--- src/fault_irq_defines.svh ---
// constants for the fault, interrupt and clock status register bank
// assumes a 50 MHz system clock and byte-wide control port registers
`ifndef FAULT_IRQ_DEFINES_SVH
`define FAULT_IRQ_DEFINES_SVH

// ----------------------------------------------------------------------------
// register offsets
// ----------------------------------------------------------------------------
`define OFS_RATIO_DETECT_HIGH 8'h40
`define OFS_RATIO_DETECT_LOW 8'h41
`define OFS_IRQ_SETUP 8'h42
`define OFS_DAC_FAULT_POLICY 8'h43
`define OFS_DAC_POWER_TUNING 8'h4f

// ----------------------------------------------------------------------------
// reset values and writable masks
// ----------------------------------------------------------------------------
`define RST_IRQ_SETUP 8'h00
`define RST_DAC_FAULT_POLICY 8'h50
`define RST_DAC_POWER_TUNING 8'h00
`define WMASK_DAC_FAULT_POLICY 8'h77
`define WMASK_DAC_POWER_TUNING 8'ha6

// ----------------------------------------------------------------------------
// field positions
// ----------------------------------------------------------------------------
`define RATIO_W 14
`define RATIO_HIGH_W 6
`define FAULT_FLAG_BIT 3

// ----------------------------------------------------------------------------
// sizes and timing
// ----------------------------------------------------------------------------
`define EVENT_W 8
`define IN_CH 4
`define DAC_CH 2
`define CLK_KHZ 50000
`define IRQ_PULSE_MS 2
`define IRQ_PERIOD_MS 4
`define IRQ_CNT_W 18

`endif

--- src/fault_irq_pkg.sv ---
// types for the fault, interrupt and clock status register bank
// assumes fault_irq_defines.svh supplies the numeric constants
package fault_irq_pkg;

  typedef enum logic [1:0] {
    IRQ_LATCHED,
    IRQ_LIVE,
    IRQ_REPEAT,
    IRQ_PULSE
  } irq_mode_e;

  typedef struct packed {
    logic irq_polarity;
    irq_mode_e mode;
    logic [1:0] input_fault_powerdown_sel;
    logic latched_readback_sel;
    logic input_fault_recovery_sel;
    logic latched_clear_on_read_sel;
  } irq_setup_s;

  typedef struct packed {
    logic rsvd7;
    logic [1:0] dac_fault_powerdown_sel;
    logic dac_fault_recovery_sel;
    logic dac_fault_off_flag;
    logic powerup_fault_guard_off;
    logic dac_fault_detect_off;
    logic regulator_short_detect_off;
  } dac_policy_s;

  typedef struct packed {
    logic modulator_clock_halve;
    logic rsvd6;
    logic fir_segmenter_skip;
    logic [1:0] rsvd4_3;
    logic lowpower_filter_sel;
    logic reference_current_scale;
    logic rsvd0;
  } power_tuning_s;

  typedef struct packed {
    logic wr;
    logic rd;
    logic [7:0] addr;
    logic [7:0] wdata;
  } reg_req_s;

endpackage

--- src/fault_powerdown.sv ---
// per-channel power-down hold on faults with auto or manual recovery
// assumes fault and mask vectors synchronous to sys_clk, mask bit 1 = masked
`timescale 1ns/1ps
`include "fault_irq_defines.svh"

module fault_powerdown #(
  parameter int N = 2
) (
  input wire logic sys_clk,
  input wire logic rst_n,
  input wire logic [1:0] sel,
  input wire logic manual,
  input wire logic rearm,
  input wire logic [N-1:0] fault,
  input wire logic [N-1:0] fault_mask,
  output logic [N-1:0] held
);

  // --------------------------------------------------------------------------
  // trigger selection, reserved code ignores faults
  // --------------------------------------------------------------------------
  wire logic [N-1:0] trig = (sel == 2'h1) ? (fault & ~fault_mask) :
                            (sel == 2'h2) ? fault : '0;

  genvar i;
  generate
    for (i = 0; i < N; i++) begin : g_ch
      wire logic held_nxt = trig[i] | (held[i] & (manual ? ~rearm : fault[i]));
      always_ff @(posedge sys_clk or negedge rst_n) begin
        if (!rst_n) begin
          held[i] <= 1'b0;
        end else begin
          held[i] <= held_nxt;
        end
      end
    end
  endgenerate

endmodule

--- src/irq_output.sv ---
// interrupt pin generator: level, live, repeating and one-shot pulse modes
// assumes event inputs synchronous to sys_clk
`timescale 1ns/1ps
`include "fault_irq_defines.svh"

module irq_output #(
  parameter logic [`IRQ_CNT_W-1:0] PULSE_CYC = 18'h186a0,
  parameter logic [`IRQ_CNT_W-1:0] PERIOD_CYC = 18'h30d40
) (
  input wire logic sys_clk,
  input wire logic rst_n,
  input wire fault_irq_pkg::irq_mode_e mode,
  input wire logic polarity,
  input wire logic latched_any,
  input wire logic live_any,
  input wire logic event_pulse,
  output logic irq_pin
);

  logic [`IRQ_CNT_W-1:0] cnt_r;
  logic [`IRQ_CNT_W-1:0] cnt_nxt;
  logic active;

  // --------------------------------------------------------------------------
  // mode timing
  // --------------------------------------------------------------------------
  always_comb begin
    cnt_nxt = '0;
    active = 1'b0;
    case (mode)
      fault_irq_pkg::IRQ_LATCHED: begin
        active = latched_any;
      end
      fault_irq_pkg::IRQ_LIVE: begin
        active = live_any;
      end
      fault_irq_pkg::IRQ_REPEAT: begin
        active = latched_any && (cnt_r < PULSE_CYC);
        cnt_nxt = (!latched_any || cnt_r == PERIOD_CYC - 1'b1) ? '0 : cnt_r + 1'b1;
      end
      default: begin
        // each unmasked event (re)starts one pulse
        active = (cnt_r != '0);
        cnt_nxt = event_pulse ? PULSE_CYC : (active ? cnt_r - 1'b1 : '0);
      end
    endcase
  end

  always_ff @(posedge sys_clk or negedge rst_n) begin
    if (!rst_n) begin
      cnt_r <= '0;
      irq_pin <= 1'b1;
    end else begin
      cnt_r <= cnt_nxt;
      irq_pin <= polarity ? active : ~active;
    end
  end
endmodule

--- src/fault_irq_regs.sv ---
// register bank: ratio detect status, interrupt setup, fault policy, tuning
// assumes the control port delivers one-cycle byte read and write strobes
// Summary of operation
// - Ratio upper six bits read at 0x40 bits 5..0.
// - Ratio lower eight bits read at 0x41.
// - Interrupt pin active low at polarity 0, active high at 1.
// - Mode 0: interrupt follows any unmasked latched event.
// - Mode 1: interrupt follows any unmasked live condition.
// - Mode 2: interrupt 2 ms active per 4 ms while latched events remain.
// - Mode 3: one 2 ms pulse per unmasked event.
// - Input channel fault power-down: off, unmasked, all, reserved.
// - Latched readback shows all events, or only unmasked at 1.
// - Input channels auto re-power at 0, stay off at 1.
// - Read clears latches where live is zero, or all at 1.
// - DAC fault power-down select, reset 10b.
// - DAC recovery bit resets 1; manual at 1, auto at 0.
// - Status bit shows any DAC channel held off by fault.
// - Power-up driver fault powers DAC down unless guard bit set.
// - DAC driver and short faults ignored when detect-off set.
// - Regulator short detection stops when its disable bit set.
// - Modulator clock 3 MHz at 0, 1.5 MHz at 1.
// - FIR and segmenter bypassed when bypass bit set.
// - Low-power DAC filter selected when its bit set.
// - Reference current Vref/R at 0, Vref/2R at 1.
`timescale 1ns/1ps
`include "fault_irq_defines.svh"

module fault_irq_regs #(
  parameter logic [`IRQ_CNT_W-1:0] PULSE_CYC = `IRQ_CNT_W'(`IRQ_PULSE_MS * `CLK_KHZ),
  parameter logic [`IRQ_CNT_W-1:0] PERIOD_CYC = `IRQ_CNT_W'(`IRQ_PERIOD_MS * `CLK_KHZ)
) (
  input wire logic sys_clk,
  input wire logic resetn,
  input wire fault_irq_pkg::reg_req_s reg_req,
  output logic [7:0] reg_rdata,
  input wire logic [`RATIO_W-1:0] ratio_value,
  input wire logic ratio_valid,
  input wire logic [`EVENT_W-1:0] event_live,
  input wire logic [`EVENT_W-1:0] event_mask,
  input wire logic latch_read,
  output logic [`EVENT_W-1:0] latch_view,
  output logic irq_out_low_active,
  input wire logic [`IN_CH-1:0] input_fault,
  input wire logic [`IN_CH-1:0] input_fault_mask,
  input wire logic input_rearm,
  output logic [`IN_CH-1:0] input_powerdown,
  input wire logic [`DAC_CH-1:0] dac_driver_fault,
  input wire logic [`DAC_CH-1:0] dac_short_fault,
  input wire logic [`DAC_CH-1:0] dac_fault_mask,
  input wire logic dac_powering_up,
  output logic [`DAC_CH-1:0] dac_powerdown,
  input wire logic regulator_short_raw,
  output logic regulator_short_flag,
  output logic modulator_clock_halve,
  output logic fir_segmenter_skip,
  output logic lowpower_filter_sel,
  output logic reference_current_scale
);

  // --------------------------------------------------------------------------
  // reset release
  // --------------------------------------------------------------------------
  logic rst_meta_r;
  logic rst_n;

  always_ff @(posedge sys_clk or negedge resetn) begin
    if (!resetn) begin
      rst_meta_r <= 1'b0;
      rst_n <= 1'b0;
    end else begin
      rst_meta_r <= 1'b1;
      rst_n <= rst_meta_r;
    end
  end

  // --------------------------------------------------------------------------
  // register storage
  // --------------------------------------------------------------------------
  logic [`RATIO_W-1:0] ratio_r;
  fault_irq_pkg::irq_setup_s setup_r;
  fault_irq_pkg::dac_policy_s policy_r;
  fault_irq_pkg::power_tuning_s tuning_r;
  logic [`EVENT_W-1:0] latch_r;
  logic [`EVENT_W-1:0] live_prev_r;
  logic [`EVENT_W-1:0] latch_nxt;
  logic [7:0] rdata_nxt;

  wire logic wr_setup = reg_req.wr && reg_req.addr == `OFS_IRQ_SETUP;
  wire logic wr_policy = reg_req.wr && reg_req.addr == `OFS_DAC_FAULT_POLICY;
  wire logic wr_tuning = reg_req.wr && reg_req.addr == `OFS_DAC_POWER_TUNING;

  // reserved bits keep their reset values; writes never reach the read-only flag bit, which tracks any_dac_held
  wire logic [7:0] policy_wr = (reg_req.wdata & `WMASK_DAC_FAULT_POLICY) |
                               (`RST_DAC_FAULT_POLICY & ~`WMASK_DAC_FAULT_POLICY);
  wire logic [7:0] tuning_wr = (reg_req.wdata & `WMASK_DAC_POWER_TUNING) |
                               (`RST_DAC_POWER_TUNING & ~`WMASK_DAC_POWER_TUNING);

  // --------------------------------------------------------------------------
  // fault gating and power-down policy
  // --------------------------------------------------------------------------
  wire logic dac_faults_on = ~policy_r.dac_fault_detect_off;
  wire logic guard = dac_powering_up & policy_r.powerup_fault_guard_off;
  wire logic [`DAC_CH-1:0] dac_fault =
    ({`DAC_CH{dac_faults_on & ~guard}} & dac_driver_fault) |
    ({`DAC_CH{dac_faults_on}} & dac_short_fault);
  wire logic dac_rearm = wr_policy;
  wire logic any_dac_held = |dac_powerdown;

  fault_powerdown #(.N(`IN_CH)) u_input_pd (
    .sys_clk(sys_clk),
    .rst_n(rst_n),
    .sel(setup_r.input_fault_powerdown_sel),
    .manual(setup_r.input_fault_recovery_sel),
    .rearm(input_rearm),
    .fault(input_fault),
    .fault_mask(input_fault_mask),
    .held(input_powerdown)
  );

  fault_powerdown #(.N(`DAC_CH)) u_dac_pd (
    .sys_clk(sys_clk),
    .rst_n(rst_n),
    .sel(policy_r.dac_fault_powerdown_sel),
    .manual(policy_r.dac_fault_recovery_sel),
    .rearm(dac_rearm),
    .fault(dac_fault),
    .fault_mask(dac_fault_mask),
    .held(dac_powerdown)
  );

  // --------------------------------------------------------------------------
  // event latches and interrupt
  // --------------------------------------------------------------------------
  wire logic [`EVENT_W-1:0] event_rise = event_live & ~live_prev_r;
  wire logic [`EVENT_W-1:0] live_on = event_live & ~event_mask;
  wire logic [`EVENT_W-1:0] latch_clr = !latch_read ? '0 :
    (setup_r.latched_clear_on_read_sel ? '1 : ~event_live);
  wire logic latched_any = |(latch_r & ~event_mask);
  wire logic event_pulse = |(event_rise & ~event_mask);

  // set on a rising condition, so a clear-all read can drop a live bit; set wins
  assign latch_nxt = (latch_r & ~latch_clr) | event_rise;

  irq_output #(.PULSE_CYC(PULSE_CYC), .PERIOD_CYC(PERIOD_CYC)) u_irq (
    .sys_clk(sys_clk),
    .rst_n(rst_n),
    .mode(setup_r.mode),
    .polarity(setup_r.irq_polarity),
    .latched_any(latched_any),
    .live_any(|live_on),
    .event_pulse(event_pulse),
    .irq_pin(irq_out_low_active)
  );

  // --------------------------------------------------------------------------
  // read data
  // --------------------------------------------------------------------------
  always_comb begin
    rdata_nxt = 8'h00;
    if (reg_req.addr == `OFS_RATIO_DETECT_HIGH) begin
      rdata_nxt = {2'h0, ratio_r[`RATIO_W-1 -: `RATIO_HIGH_W]};
    end else if (reg_req.addr == `OFS_RATIO_DETECT_LOW) begin
      rdata_nxt = ratio_r[7:0];
    end else if (reg_req.addr == `OFS_IRQ_SETUP) begin
      rdata_nxt = setup_r;
    end else if (reg_req.addr == `OFS_DAC_FAULT_POLICY) begin
      rdata_nxt = policy_r;
    end else if (reg_req.addr == `OFS_DAC_POWER_TUNING) begin
      rdata_nxt = tuning_r;
    end
  end

  // --------------------------------------------------------------------------
  // sequential state
  // --------------------------------------------------------------------------
  always_ff @(posedge sys_clk or negedge rst_n) begin
    if (!rst_n) begin
      ratio_r <= '0;
    end else if (ratio_valid) begin
      ratio_r <= ratio_value;
    end
  end

  always_ff @(posedge sys_clk or negedge rst_n) begin
    if (!rst_n) begin
      setup_r <= `RST_IRQ_SETUP;
    end else if (wr_setup) begin
      setup_r <= reg_req.wdata;
    end
  end

  always_ff @(posedge sys_clk or negedge rst_n) begin
    if (!rst_n) begin
      tuning_r <= `RST_DAC_POWER_TUNING;
    end else if (wr_tuning) begin
      tuning_r <= tuning_wr;
    end
  end

  always_ff @(posedge sys_clk or negedge rst_n) begin
    if (!rst_n) begin
      latch_r <= '0;
      live_prev_r <= '0;
    end else begin
      latch_r <= latch_nxt;
      live_prev_r <= event_live;
    end
  end

  always_ff @(posedge sys_clk or negedge rst_n) begin
    if (!rst_n) begin
      reg_rdata <= 8'h00;
    end else if (reg_req.rd) begin
      reg_rdata <= rdata_nxt;
    end
  end

  always_ff @(posedge sys_clk or negedge rst_n) begin
    if (!rst_n) begin
      policy_r <= `RST_DAC_FAULT_POLICY;
    end else begin
      if (wr_policy) begin
        policy_r <= policy_wr;
      end
      policy_r.dac_fault_off_flag <= any_dac_held;
    end
  end

  // --------------------------------------------------------------------------
  // outputs
  // --------------------------------------------------------------------------
  assign latch_view = setup_r.latched_readback_sel ? (latch_r & ~event_mask) : latch_r;
  assign regulator_short_flag = regulator_short_raw & ~policy_r.regulator_short_detect_off;
  assign modulator_clock_halve = tuning_r.modulator_clock_halve;
  assign fir_segmenter_skip = tuning_r.fir_segmenter_skip;
  assign lowpower_filter_sel = tuning_r.lowpower_filter_sel;
  assign reference_current_scale = tuning_r.reference_current_scale;
endmodule

--- config.mk ---
export PLATFORM = sky130hd
export DESIGN_NAME = fault_irq_regs
export DESIGN_NICKNAME = d
export VERILOG_FILES = /design/src/fault_irq_pkg.sv /design/src/fault_powerdown.sv /design/src/irq_output.sv /design/src/fault_irq_regs.sv
export VERILOG_INCLUDE_DIRS = /design/src
export SDC_FILE = /design/constraint.sdc
export NUM_CORES = 1
export LEC_CHECK = 0
export BUFFER_PORTS_ARGS = -buffer_cell sky130_fd_sc_hd__buf_2
export CAP_MARGIN = 20
export CORE_UTILIZATION = 55
export DETAILED_ROUTE_END_ITERATION = 7
export PLACE_DENSITY = 0.79
export REMOVE_ABC_BUFFERS = 1
export SLEW_MARGIN = 20
export SYNTH_ARGS = -nofsm -noshare
export SYNTH_HDL_FRONTEND = slang
export SYNTH_SLANG_ARGS = --single-unit
--- constraint.sdc ---
create_clock -name sys_clk -period 4.7 [get_ports sys_clk]
set_input_delay 0.47 -clock sys_clk [delete_from_list [all_inputs] [get_ports sys_clk]]
set_output_delay 0.47 -clock sys_clk [all_outputs]
set_load 0.02 [all_outputs]
==> results_tabular.tex <==
\begin{tabular}{lr}
\hline
Metric & Value \\
\hline
\multicolumn{2}{l}{\textbf{Status}} \\
\quad Run status & complete, no violations \\
\multicolumn{2}{l}{\textbf{Yosys}} \\
\quad Post-synth EDFFs & 0 \\
\quad Async set or reset register ratio after synthesis & 100\% \\
\quad Cells after synthesis & 456 \\
\quad Flop and latch count out of synthesis & 84 \\
\quad Total standard cell area after synthesis & 4500 sq um \\
\quad Sequential share of the synthesized area & 46.8\% \\
\quad Primary FF master, synth & sky130\_fd\_sc\_hd\_\_dfrtp\_1 \\
\quad Cell types with the largest area share after synthesis & sky130\_fd\_sc\_hd\_\_dfrtp\_1 45\%, sky130\_fd\_sc\_hd\_\_mux2\_2 8.3\%, sky130\_fd\_sc\_hd\_\_o21ai\_0 3.3\% \\
\quad Area share of the largest cell type after synthesis & $\sim$45\% \\
\quad Top cell type by total area after synthesis & sky130\_fd\_sc\_hd\_\_dfrtp\_1 \\
\quad Average instance area after synthesis & about 9.9 sq um \\
\quad Distinct cell type count of the synthesized netlist & between 60 and 70 \\
\quad Yosys Warn Count & 0 \\
\multicolumn{2}{l}{\textbf{Route}} \\
\quad Routed vias & just under 4000 \\
\quad Aggregate routed wire length & 11100 microns \\
\quad Pre-antenna DRT Iters & 5 \\
\quad Routed via count divided by cell count & between 6 and 7 \\
\quad Antenna viol nets, final & 0 \\
\quad Mean routed wirelength per cell & between 15 and 20 microns \\
\quad Number of DRC violations after detailed routing & 0 \\
\quad Starting DRC count in detailed routing & between 200 and 250 \\
\multicolumn{2}{l}{\textbf{GRT}} \\
\quad Via count of the first global-routing pass & 3843 \\
\quad Remaining global-route overflow & 0 \\
\quad Initial antenna violation count & 0 \\
\quad Pin count of the biggest net entering global routing & 83 \\
\quad All-Layer GR Usage & 27.4\% \\
\quad First-pass GRT wire length & approximately 19000 microns \\
\multicolumn{2}{l}{\textbf{STA}} \\
\quad Count of endpoints failing setup in the final report & 0 \\
\quad Slew headroom & a little over a third \\
\quad Largest clock skew in the final design & about 0.013 ns \\
\quad RSZ-0062 raised after global routing & no \\
\quad Tmin final & roughly 2.7 ns \\
\quad Setup TNS Final & 0 ns \\
\quad Portion of the clock cycle consumed by the worst path in the final layout & between 50 and 60\% \\
\quad Final hold violation count & 0 \\
\quad Max-slew violation count & 0 \\
\quad Max Clock Freq & 369 MHz \\
\quad Pin slew with the least headroom to its limit & around 0.96 ns \\
\multicolumn{2}{l}{\textbf{Power}} \\
\quad Total Power & a little over 2 mW \\
\quad Clk network pwr share & a little over a quarter \\
\quad Switching power total & roughly 740 uW \\
\quad Worst vdd rail ir drop & approximately 0.21 mV \\
\quad Pwr/cell area & a little under 400 nW/um\^{}2 \\
\quad Part of the power in registers & 46.8\% \\
\quad Switch share & 36.0\% \\
\quad Part of the power in combinational logic & 27.0\% \\
\quad Cell-internal power & 1.32 mW \\
\quad Static leakage & roughly 2.4 nW \\
\multicolumn{2}{l}{\textbf{Clock tree}} \\
\quad Buffer type at the clock tree root & sky130\_fd\_sc\_hd\_\_clkbuf\_8 \\
\quad TritonCTS clock tree & done \\
\quad Deepest clock path buffer count & 2 \\
\quad Number of clock sinks seen by CTS & 84 \\
\quad Count of H-tree levels built during CTS & 3 \\
\quad Setup bufs post-CTS & 0 \\
\quad Clock Latency Late Sink & around 0.36 ns \\
\quad CTS Buf Count & 9 \\
\quad Clock edge transition at the registers on the reported setup and hold paths & 0.09 ns \\
\multicolumn{2}{l}{\textbf{Finish}} \\
\quad Area delta synth->final & 16.9\% \\
\quad Antenna diodes & 0 \\
\quad Post-layout utilization of the core & 67.4\% \\
\quad Post-route cell area & 5260 sq um \\
\quad Share of cells above drive strength 1 & approximately 31\% \\
\quad Fill cell instance count of the final layout & between 600 and 700 \\
\quad Area of all sequential standard cells & 2110 sq um \\
\quad Number of nets in the layout & 615 \\
\quad Area of combinational cells with multiple inputs & 2200 sq um \\
\multicolumn{2}{l}{\textbf{Place}} \\
\quad Port-buffer cells & 96 \\
\quad Global placement routability congestion & between 0.9 and 1 \\
\quad Instance area after placement & about 5000 sq um \\
\quad Final HPWL from detailed placement & $\sim$7900 microns \\
\multicolumn{2}{l}{\textbf{Setup path}} \\
\quad Crit path max-delay cell type & sky130\_fd\_sc\_hd\_\_or4\_4 \\
\quad Critical Path Max Stage Delay & 0.57 ns \\
\quad Crit-path cells & or4\_4, nand4bb\_4, o21ai\_2, or2\_1, o22ai\_1, a221o\_1 \\
\quad Delay-heaviest family, CP & simple AND/OR/NAND/NOR gates \\
\quad Arrival time at the worst endpoint & 2.97 ns \\
\quad Cells on worst reg2reg path & 6 \\
\quad Kind of start point of the critical path & flop \\
\quad CP Class & reg -> reg \\
\quad Crit path capture type & flop \\
\quad Largest fanout of any net on the critical path & 12 \\
\quad WP depth & 6 \\
\quad Buffers plus inverters on the worst setup path & 0 \\
\quad Worst Path Required & 4.96 ns \\
\multicolumn{2}{l}{\textbf{Floorplanning}} \\
\quad I/O pin cnt & 97 \\
\quad Starting density of the core & just under 60\% \\
\quad Placeable core region & $\sim$7800 sq um \\
\quad Floorplan row count & 32 \\
\quad Die boundary width & slightly above 90 microns \\
\quad Die Footprint & approximately 8600 sq um \\
\quad DIE HEIGHT & just over 90 microns \\
\multicolumn{2}{l}{\textbf{Hold path}} \\
\quad Cell depth of the worst min-delay path & 1 \\
\quad Hold Path Class & in -> reg \\
\multicolumn{2}{l}{\textbf{Job}} \\
\quad Number of max-cap violations & 0 \\
\hline
\end{tabular}
==> timing repair <==
item,4_1_cts,5_1_grt
endpoints found under the hold margin,2,0
hold buffers,1,0
resized for setup,0,0
==> power groups by stage <==
| stage | clock network (mW) | logic [mW] | registers, mW |
|---|---|---|---|
| after floorplan | 0 | 0.373 | 0.962 |
| after global placement | 0 | 0.527 | 0.981 |
| after detailed placement | 0 | 0.538 | 0.985 |
| after CTS | 0.551 | 0.540 | 0.972 |
| after global routing | 0.578 | 0.617 | 0.990 |
| final | 0.541 | 0.559 | 0.968 |
==> routing by layer <==
metal	up-vias	GRT usage, %	part of all wire (%)
met3	27	4.68	5.7
met1	1938	37.8	44
li1	1850	-	-
met2	149	43.3	48
met5	-	0	0
met4	0	10.4	2.2
==> path summary, 6_finish.rpt <==
kind,startpoint,endpoint,slack [ns]
max,u_irq.cnt_r[6]$_DFF_PN0_,u_irq.cnt_r[14]$_DFF_PN0_,1.99
min,event_live[2],live_prev_r[2]$_DFF_PN0_,0.23
max reg2reg,u_irq.cnt_r[6]$_DFF_PN0_,u_irq.cnt_r[14]$_DFF_PN0_,1.99
min reg2reg,rst_n$_DFF_PN0_,ratio_r[11]$_DFFE_PN0P_,0.25
max in group asynchronous,rst_n$_DFF_PN0_,u_irq.irq_pin$_DFF_PN1_,3.79
min in group asynchronous,rst_n$_DFF_PN0_,ratio_r[11]$_DFFE_PN0P_,0.25
==> cells in the mapped netlist, types with 4 or more instances <==
cell,count
sky130_fd_sc_hd__a211oi_1,7
sky130_fd_sc_hd__a21oi_1,27
sky130_fd_sc_hd__a221oi_1,5
sky130_fd_sc_hd__a22o_1,7
sky130_fd_sc_hd__buf_2,4
sky130_fd_sc_hd__clkbuf_1,16
sky130_fd_sc_hd__dfrtp_1,81
sky130_fd_sc_hd__inv_1,29
sky130_fd_sc_hd__mux2_2,33
sky130_fd_sc_hd__nand2_1,33
sky130_fd_sc_hd__nand2b_1,15
sky130_fd_sc_hd__nand3_1,16
sky130_fd_sc_hd__nand4_1,8
sky130_fd_sc_hd__nor2_1,28
sky130_fd_sc_hd__nor2b_1,6
sky130_fd_sc_hd__nor3_1,12
sky130_fd_sc_hd__nor4_1,6
sky130_fd_sc_hd__o21ai_0,30
sky130_fd_sc_hd__o221a_2,4
sky130_fd_sc_hd__o221ai_1,7
sky130_fd_sc_hd__o22ai_1,12
sky130_fd_sc_hd__o31ai_1,4
==> flip-flops by register name, summed over array words and instances (netlist names), 2 cells and up <==
signal	count
live_prev_r	8
u_irq.cnt_r	18
setup_r	8
u_dac_pd.held	2
ratio_r	14
latch_r	8
reg_rdata	8
u_input_pd.held	4
policy_r	7
==> cell families (layout without fill, tap and decap cells) <==
kind of cell	count (synthesis)	count (layout)	synth area share [%]
xor gates and xnor gates	6	6	1.17
and+or+nand+nor	151	151	18.3
muxes	39	39	10.4
AOI/OAI and AO/OA	121	121	18.0
other	1	1	0.0833
buffers and inverters	51	143	4.45
DFF	84	84	46.8
adders and majority gates	3	3	0.834
==> cell usage in the layout (no fill, tap or decap), types with 2 or more instances in the layout <==
cell                        count
sky130_fd_sc_hd__xnor2_1        3
sky130_fd_sc_hd__and3_1         3
sky130_fd_sc_hd__or4_1          3
sky130_fd_sc_hd__o21ai_0       30
sky130_fd_sc_hd__nor2b_1        6
sky130_fd_sc_hd__a221oi_1       5
sky130_fd_sc_hd__nor3b_1        3
sky130_fd_sc_hd__xor2_1         3
sky130_fd_sc_hd__or2_2          3
sky130_fd_sc_hd__nand4_1        8
sky130_fd_sc_hd__nor3_1        12
sky130_fd_sc_hd__nor4_1         6
sky130_fd_sc_hd__o31ai_1        4
sky130_fd_sc_hd__o221ai_1       7
sky130_fd_sc_hd__o211ai_1       2
sky130_fd_sc_hd__or2_1          2
sky130_fd_sc_hd__a22o_1         7
sky130_fd_sc_hd__mux2i_1        3
sky130_fd_sc_hd__mux2_2        33
sky130_fd_sc_hd__dfstp_2        3
sky130_fd_sc_hd__a2bb2oi_1      2
sky130_fd_sc_hd__buf_2         96
sky130_fd_sc_hd__a21oi_1       27
sky130_fd_sc_hd__nand2b_1      15
sky130_fd_sc_hd__nand3_1       16
sky130_fd_sc_hd__o221a_2        4
sky130_fd_sc_hd__a211oi_1       7
sky130_fd_sc_hd__nor2_1        28
sky130_fd_sc_hd__nand2_1       33
sky130_fd_sc_hd__o22ai_1       12
sky130_fd_sc_hd__or3_1          2
sky130_fd_sc_hd__inv_6          2
sky130_fd_sc_hd__inv_1         29
sky130_fd_sc_hd__a311oi_1       2
sky130_fd_sc_hd__ha_1           3
sky130_fd_sc_hd__clkbuf_8       9
sky130_fd_sc_hd__mux4_2         3
sky130_fd_sc_hd__dfrtp_1       80
sky130_fd_sc_hd__or4_4          2
==> final cells by class <==
cell class                 instances  area share (%)
clock buffer                       9            2.35
timing repair buffer              98            9.84
tap                              102            2.42
sequential                        84            40.1
inverter                          29            2.07
clock inverter                     7            1.52
multi-input combinational        321            41.7
==> per-stage QoR <==
step | setup slack, ns | instances | hold WS, ns
global route | 1.85 | 650 | 0.232
CTS | 2.02 | 649 | 0.228
global placement | 2.05 | 632 | 0.255
floorplan | 2.19 | 434 | 0.174
finish | 1.99 | 650 | 0.234
detailed placement | 2.01 | 632 | 0.256
No activity file was read; power rests on OpenSTA's default activity.
